--- config.mk ---
export PLATFORM = sky130hd
export DESIGN_NAME = irq_priority_level_regs
export DESIGN_NICKNAME = d
export VERILOG_FILES = /design/src/irq_level_pkg.sv /design/src/irq_level_decode.sv /design/src/irq_priority_level_regs.sv
export VERILOG_INCLUDE_DIRS = /design/src
export SDC_FILE = /design/constraint.sdc
export NUM_CORES = 1
export LEC_CHECK = 0
export ABC_AREA = 1
export BUFFER_PORTS_ARGS = -buffer_cell sky130_fd_sc_hd__buf_4
export CORE_ASPECT_RATIO = 1.1
export CORE_MARGIN = 3
export CORE_UTILIZATION = 37
export CTS_CLUSTER_SIZE = 12
export DETAILED_ROUTE_END_ITERATION = 8
export MAX_ROUTING_LAYER = met4
export PLACE_DENSITY = 0.76
export SKIP_LAST_GASP = 1
export SLEW_MARGIN = 10
export SYNTH_ARGS = -nofsm -noshare
export SYNTH_HDL_FRONTEND = slang
export SYNTH_SLANG_ARGS = --single-unit
--- constraint.sdc ---
create_clock -name pclk -period 1.06 [get_ports pclk]
set_input_delay 0.212 -clock pclk [delete_from_list [all_inputs] [get_ports pclk]]
set_output_delay 0.212 -clock pclk [all_outputs]
set_load 0.02 [all_outputs]
--- src/irq_level_consts.svh ---
// register offsets, field positions and reset values for the priority level registers
// assumes a 32-bit apb slave, one aligned word per register
`ifndef IRQ_LEVEL_CONSTS_SVH
`define IRQ_LEVEL_CONSTS_SVH

// ---------------------------------------------------------------
// offsets
// ---------------------------------------------------------------
`define PWM_IRQ_LEVEL_OFFSET 12'h000
`define PIN_CHANGE_IRQ_LEVEL_OFFSET 12'h004

// ---------------------------------------------------------------
// fields
// ---------------------------------------------------------------
`define GEN4_LSB 8
`define GEN3_LSB 4
`define GEN2_LSB 0
`define PIN_CHANGE_LSB 12
`define PWM_IRQ_LEVEL_MASK 16'h0777
`define PIN_CHANGE_IRQ_LEVEL_MASK 16'h7000

// ---------------------------------------------------------------
// reset values
// ---------------------------------------------------------------
`define LEVEL_RESET 3'h4
`define LEVEL_DISABLED 3'h0
`define PWM_IRQ_LEVEL_RESET 16'h0444
`define PIN_CHANGE_IRQ_LEVEL_RESET 16'h4000

`endif

--- src/irq_level_pkg.sv ---
// types shared by the priority level register block
// assumes nothing beyond the constants header
package irq_level_pkg;
	typedef logic [2:0] level_type;
	typedef struct packed {
		level_type gen4;
		level_type gen3;
		level_type gen2;
		level_type pin_change;
		logic [15:0] rdata;
		logic ready;
		logic slverr;
		logic [3:0] en;
	} regs_type;
endpackage : irq_level_pkg

--- src/irq_level_decode.sv ---
// decodes one 3-bit priority level field into an enable and a level
// assumes a level field held on the same clock
`timescale 1ns/1ps
`include "irq_level_consts.svh"
module irq_level_decode
	import irq_level_pkg::*;
(
	// field
	input wire level_type code,
	// decoded
	output logic enabled,
	output logic [2:0] level
);
	always_comb
	begin
		enabled = (code != `LEVEL_DISABLED);
		level = code;
	end
endmodule : irq_level_decode

--- src/irq_priority_level_regs.sv ---
// apb register block holding interrupt priority levels for four sources
// assumes a 32-bit apb master on pclk; the arbiter consumes the level outputs
`timescale 1ns/1ps
`include "irq_level_consts.svh"

// Notes on behaviour
// - a field holding 111 gives its source priority seven, the highest.
// - a field holding 001 gives priority one, the lowest active, and other codes their own value.
// - a field holding 000 disables its source so it never requests service.
// - the first register keeps the fourth generator's level in bits 10 to 8.
// - the first register keeps the third generator's level in bits 6 to 4.
// - the first register keeps the second generator's level in bits 2 to 0.
// - unimplemented bits of both registers read zero and ignore writes.
module irq_priority_level_regs
	import irq_level_pkg::*;
(
	// clock and reset
	input wire logic pclk,
	input wire logic presetn,
	// apb slave
	input wire logic psel,
	input wire logic penable,
	input wire logic pwrite,
	input wire logic [11:0] paddr,
	input wire logic [31:0] pwdata,
	input wire logic [3:0] pstrb,
	output logic [31:0] prdata,
	output logic pready,
	output logic pslverr,
	// levels to the arbiter
	output logic [2:0] gen4_irq_level,
	output logic [2:0] gen3_irq_level,
	output logic [2:0] gen2_irq_level,
	output logic [2:0] pin_change_irq_level,
	// source enables
	output logic gen4_irq_enabled,
	output logic gen3_irq_enabled,
	output logic gen2_irq_enabled,
	output logic pin_change_irq_enabled
);
	regs_type r;
	regs_type next_r;
	logic [3:0] en_comb;

	// ---------------------------------------------------------------
	// helpers
	// ---------------------------------------------------------------
	function automatic logic [15:0] pwm_word(input regs_type s);
		pwm_word = {5'h00, s.gen4, 1'b0, s.gen3, 1'b0, s.gen2};
	endfunction : pwm_word

	function automatic logic [15:0] pin_word(input regs_type s);
		pin_word = {1'b0, s.pin_change, 12'h000};
	endfunction : pin_word

	// byte-lane merge so a narrow strobe leaves the other lane intact
	function automatic logic [15:0] merge(input logic [15:0] old, input logic [31:0] wd,
		input logic [3:0] st);
		merge = {st[1] ? wd[15:8] : old[15:8], st[0] ? wd[7:0] : old[7:0]};
	endfunction : merge

	logic access;
	logic [15:0] wpwm;
	logic [15:0] wpin;
	assign access = psel && penable;
	assign wpwm = merge(pwm_word(r), pwdata, pstrb);
	assign wpin = merge(pin_word(r), pwdata, pstrb);

	// ---------------------------------------------------------------
	// next state
	// ---------------------------------------------------------------
	// no wait state: ready rises with the access phase and falls after it
	always_comb
	begin
		next_r = r;
		next_r.ready = psel && !penable;
		next_r.slverr = 1'b0;
		next_r.en = en_comb;
		if (access && r.ready)
		begin
			next_r.ready = 1'b0;
			next_r.rdata = 16'h0000;
		end
		else if (psel && !penable)
		begin
			next_r.rdata = 16'h0000;
			if (paddr == `PWM_IRQ_LEVEL_OFFSET)
			begin
				next_r.rdata = pwm_word(r);
			end
			else if (paddr == `PIN_CHANGE_IRQ_LEVEL_OFFSET)
			begin
				next_r.rdata = pin_word(r);
			end
			else
			begin
				next_r.slverr = 1'b1;
			end
		end
		if (access && r.ready && pwrite)
		begin
			if (paddr == `PWM_IRQ_LEVEL_OFFSET)
			begin
				next_r.gen4 = wpwm[`GEN4_LSB +: 3];
				next_r.gen3 = wpwm[`GEN3_LSB +: 3];
				next_r.gen2 = wpwm[`GEN2_LSB +: 3];
			end
			else if (paddr == `PIN_CHANGE_IRQ_LEVEL_OFFSET)
			begin
				next_r.pin_change = wpin[`PIN_CHANGE_LSB +: 3];
			end
		end
		if (access && r.ready)
		begin
			next_r.slverr = 1'b0;
		end
	end

	// ---------------------------------------------------------------
	// state register
	// ---------------------------------------------------------------
	always_ff @(posedge pclk or negedge presetn)
	begin
		if (!presetn)
		begin
			r.gen4 <= `LEVEL_RESET;
			r.gen3 <= `LEVEL_RESET;
			r.gen2 <= `LEVEL_RESET;
			r.pin_change <= `LEVEL_RESET;
			r.rdata <= 16'h0000;
			r.ready <= 1'b0;
			r.slverr <= 1'b0;
			r.en <= 4'hf;
		end
		else
		begin
			r <= next_r;
		end
	end

	// ---------------------------------------------------------------
	// decode and outputs
	// ---------------------------------------------------------------
	irq_level_decode u_dec_gen4 (.code(r.gen4), .enabled(en_comb[3]), .level());
	irq_level_decode u_dec_gen3 (.code(r.gen3), .enabled(en_comb[2]), .level());
	irq_level_decode u_dec_gen2 (.code(r.gen2), .enabled(en_comb[1]), .level());
	irq_level_decode u_dec_pin (.code(r.pin_change), .enabled(en_comb[0]), .level());

	// enables registered in the state so every output leaves a flip-flop; lag of one cycle
	assign prdata = {16'h0000, r.rdata};
	assign pready = r.ready;
	assign pslverr = r.slverr;
	assign gen4_irq_level = r.gen4;
	assign gen3_irq_level = r.gen3;
	assign gen2_irq_level = r.gen2;
	assign pin_change_irq_level = r.pin_change;
	assign gen4_irq_enabled = r.en[3];
	assign gen3_irq_enabled = r.en[2];
	assign gen2_irq_enabled = r.en[1];
	assign pin_change_irq_enabled = r.en[0];
endmodule : irq_priority_level_regs

# [Yosys cells after proc, flatten, opt, wreduce, memory -nomap -nowiden]
# Cells that the tools add are included.
[op_classes] n_addsub=0 n_mul=0 div_mod_pow=0 order_cmp=0 eq_ne=1 shift=0 muxes=9 n_bitwise=1 n_reduce_logical=14
[op_table] cell="2-to-1 mux 16 bit" count=2
[op_table] cell="2-to-1 mux 15 bit" count=2
[op_table] cell="equality test 12 x 3 -> 1 bit (second input constant)" count=1
[op_table] cell="zero test 12 bit" count=1
[op_table] cell="nonzero test 3 bit" count=4
[op_table] cell="AND reduction 3 bit" count=2
[op_table] cell="2-to-1 mux 1 bit" count=5
[op_table] cell="logical AND 1 bit" count=4
[op_table] cell="AND reduction 4 bit" count=1
[op_table] cell="nonzero test 2 bit" count=1
[op_table] cell="zero test 1 bit" count=1
[op_table] cell="NOT 1 bit" count=1
[totals] ff_bits=34 latch_bits=0 ramBits=0 romBits=0 output_inout_bits=50 memories=0

# [Logic depth before layout (Yosys ltp)]
[depth] depth_word=5 depth_mapped=7 ltp_nobuf=6

# [Cells and area by module]
# Synthesis repeated with hierarchy kept, for this count alone.
[hier_totals] cells_unflattened=181 area_unflattened_um2=1619.1
[by_module_without_submodules] module="irq_priority_level_regs" instances=1 cells_each=157 area_each_um2=1483.9 seq_area_each_um2=760.7
[by_module_without_submodules] module="irq_level_decode" instances=4 cells_each=6 area_each_um2=33.8 seq_area_each_um2=0.0

# [Least setup slack after synthesis]
# Ideal clock, no wire load.
[synth_path] path_kind="flip-flop to flip-flop" start="register r, in the netlist pready" end="register r, in the netlist pin_change_irq_level[0]" setup_ns=0.117 arrival_ns=1.070 required_ns=0.943 slack_ns=-0.127 stages_incl_launch_ff=6 synth_period_minus_slack_ns=1.187 path_cell_list="dfrtp_1 > nand4_2 > nor2_4 > nand3_1 > nand2_1 > nand2_1"
[synth_between] elab_chain_len=3
[synth_lines] item="start, declared" line="irq_priority_level_regs.sv:41" source="regs_type r;"
[synth_lines] item="start signal, assigned" line="irq_priority_level_regs.sv:137" source="r <= next_r;"
[synth_lines] item="logical AND 1 bit (2 in a row)" line="irq_priority_level_regs.sv:100" source="if (access && r.ready && pwrite)"
[synth_lines] item="AND reduction 4 bit (no source line)"
# Every way passes these cells.
# A chain may end at the register's enable or synchronous reset.

# [Worst setup path in the final report]
[layout_path] start="register r, in the netlist pready" end="register r, in the netlist gen4_irq_level[1]"
[layout_between] elab_chain_len=3
[layout_lines] item="logical AND 1 bit (2 in a row)" line="irq_priority_level_regs.sv:100"
[layout_lines] item="AND reduction 3 bit (no source line)"
# Every way passes these cells.

==> results.py <==
metrics = {
    "outcome": {
        "outcome": "complete, but fails checks",
        "violations": "setup timing",
    },
    "timing": {
        "hold_viol": 0,
        "hold_slack_ns": 0.167,
        "rsz0062_at_grt": "true",
        "post-route-period-util": 1.11,
        "setup_ws_ns": -0.118,
        "fin_crit_ns": 1.18,
        "skew_ns": 0.00308,
        "fmax_mhz": 849,
        "slew_violations": 0,
        "finalSetupViolCount": 24,
    },
    "yosys": {
        "synthTopCellsByCount": "53 x nand2_1, 22 x dfrtp_1, 21 x buf_4, 15 x nand4_1, 10 x o21ai_1",
        "synth_top_area_share": 0.375,
        "synth_area_leaders": "dfrtp_1 38%, dfstp_2 14%, nand2_1 14%",
        "yosys_warnings": 0,
        "ys_ff_latch": 30,
        "yosysSeqAreaShare": 0.519,
        "synth_cells": 162,
        "post_synth_num_cell_types": 21,
        "syn_area_mm2": 0.00147,
        "avgSynthCellArea_um2": 9.05,
        "yosysTopAreaCell": "dfrtp_1",
        "synth_edf_count": 0,
        "synth_ff_type": "dfrtp_1",
        "yosysMostFrequentCell": "nand2_1",
        "async_reset_ff_frac": 1.00,
    },
    "cells_and_area": {
        "final_area_mm2": 0.00230,
        "stdcell_count": 303,
        "final_nets": 306,
        "diodes": 0,
        "synthToLayoutAreaGrowth_pct": 57.1,
        "drive_above_1_share": 0.474,
    },
    "setup_path": {
        "path_class": "reg -> reg",
        "crit_slowest_cell": "dfrtp_2",
        "crit_buf_inv": 1,
        "critPathCaptureType": "flip-flop",
        "crit_chain": "buf_6 -> nand4_4 -> nor2_4 -> nand3_2 -> nand2_1 -> nand2_1",
        "critPathMostFrequentCell": "nand2_1",
        "path_max_fanout": 8,
        "cpPeakStageDelay_ns": 0.37,
        "worstPathRequired_ns": 1.23,
        "arrival_ns": 1.35,
        "worst_path_dominant_cell_family": "simple AND/OR/NAND/NOR gates",
        "crit_path_start_kind": "flip-flop",
    },
    "power": {
        "switching_share": 0.243,
        "p_switching_mw": 0.550,
        "p_int_mw": 1.72,
        "powerDensity_mw_per_mm2": 984,
        "p_seq_frac": 0.509,
        "power.leakage_nw": 1.21,
        "p_total_mw": 2.27,
        "max-vdd-ir-drop_v": 0.000377,
        "pwr-share-clk": 0.370,
        "p_comb_frac": 0.121,
    },
    "global_route": {
        "grt_pass1_wl_mm": 5.51,
        "grt_pass1_vias": 1187,
        "grt_overflow": 0,
        "grt_max_degree": 31,
        "grt_usage": 0.158,
        "antenna_found_initial": 0,
    },
    "place": {
        "io_buffers": 60,
        "hpwl_mm": 2.54,
        "place_area_mm2": 0.00197,
        "dp_slack_ns": -0.217,
        "dp_cells": 276,
        "gp_congestion": 0.765,
    },
    "die": {
        "pin_count": 103,
        "initial_core_util": 0.392,
        "die_y_um": 72.0,
        "die_x_um": 66.0,
        "dieArea_mm2": 0.00476,
        "row_count": 23,
        "core-area_mm2": 0.00374,
    },
    "clock_tree": {
        "cts_tree": "yes",
        "cts.sinks": 30,
        "ctsLongestPathBuffers": 2,
        "root_buffer": "clkbuf_8",
        "clk_latency_ns": 0.28,
        "path_clk_slew_ns": 0.06,
        "cts_made_buffers": 5,
        "cts_max_level": 2,
    },
    "detailed_routing": {
        "via_per_inst": 4.42,
        "first_iter_violations": 69,
        "drc": 0,
        "ant_nets": 0,
        "drt_first_pass_iters": 4,
        "vias": 1339,
        "wl_per_cell_um": 11.9,
        "postRouteWirelength_mm": 3.61,
    },
    "min_path": {
        "hp-class": "in -> reg",
    },
    "flow_run": {
        "maxCapViolCount": 0,
    },
}
placed cells by master (no fill, tap or decap), drive strengths merged:
cell,n
buf,89
clkbuf,7
conb,20
dfrtp,22
dfstp,8
dlygate4sd3,1
inv,6
nand2,54
nand3,3
nand4,16
nor2,11
o21ai,10
or2,2
or3,4
power by group through the flow:
| stage | logic [mW] | registers (mW) | clock network [mW] |
|---|---|---|---|
| 2_1_floorplan | 0.168 | 1.18 | 0 |
| 3_3_place_gp | 0.257 | 1.17 | 0 |
| 3_5_place_dp | 0.259 | 1.17 | 0 |
| 4_1_cts | 0.267 | 1.15 | 0.854 |
| 5_1_grt | 0.298 | 1.15 | 0.911 |
| 6_report | 0.275 | 1.15 | 0.837 |
timing repair:
item | in CTS | in global routing
setup endpoints to repair | 41 | 47
endpoints found under the hold margin | 22 | 0
setup buffers | 12 | 7
hold buffers | 1 | 0
pin swaps | 2 | 9
resized for setup | 14 | 13
layer usage:
layer	part of all wire	wire, µm	up-vias	GRT usage
met5	0	0	-	-
met2	0.54	1940	44	0.256
li1	-	-	667	-
met3	0.051	183	7	0.0402
met1	0.40	1430	621	0.190
met4	0.017	61	0	0.0609
worst register-to-register path, delay by kind of cell, from the launching register on:
kind / cells / cell delay, ns
buf+inv: 1 / 0.11
simple gates: 5 / 0.59
flops: 1 / 0.37
metrics by stage:
stage	TNS, ns	utilization
final	-1.86	0.616
after CTS	-1.74	0.589
after detailed placement	-3.91	0.526
after global placement	-3.57	0.526
after global routing	-3.82	0.616
after floorplan	-0.0631	-
kinds of logic after synthesis:
kind of cell,count (synthesis),synth area share
buf+inv,31,0.141
other cells,1,0.00256
flops,30,0.519
compound gates,10,0.0341
simple gates,90,0.304
state kept, by name, summed over array words and instances (netlist names):
register,count
prdata,12
gen2_irq_level,3
gen3_irq_level,3
gen4_irq_level,3
pin_change_irq_level,3
gen2_irq_enabled,1
gen3_irq_enabled,1
gen4_irq_enabled,1
pin_change_irq_enabled,1
pready,1
pslverr,1
worst paths after layout:
| check | end | cells after the start | slack (ns) | startpoint |
|---|---|---|---|---|
| max | gen4_irq_level[1] | 6 | -0.12 | pready |
| min | pin_change_irq_level[2] | 3 | 0.17 | pwdata[14] |
| max reg2reg | gen4_irq_level[1] | 6 | -0.12 | pready |
| min reg2reg | prdata[4] | 2 | 0.50 | prdata[4] |
| max in group asynchronous | gen4_irq_enabled | 2 | 0.34 | presetn |
| min in group asynchronous | prdata[4] | 2 | 0.41 | presetn |
layout make-up:
type / instances / area (µm²)
multi-input cells: 120 / 611
repair buffers: 90 / 769
inverters: 6 / 22.5
well taps: 50 / 62.6
clock buffers: 7 / 76.3
fillers: 315 / 1440
flip-flops and latches: 30 / 762
Power figures use the tool's default switching activity.
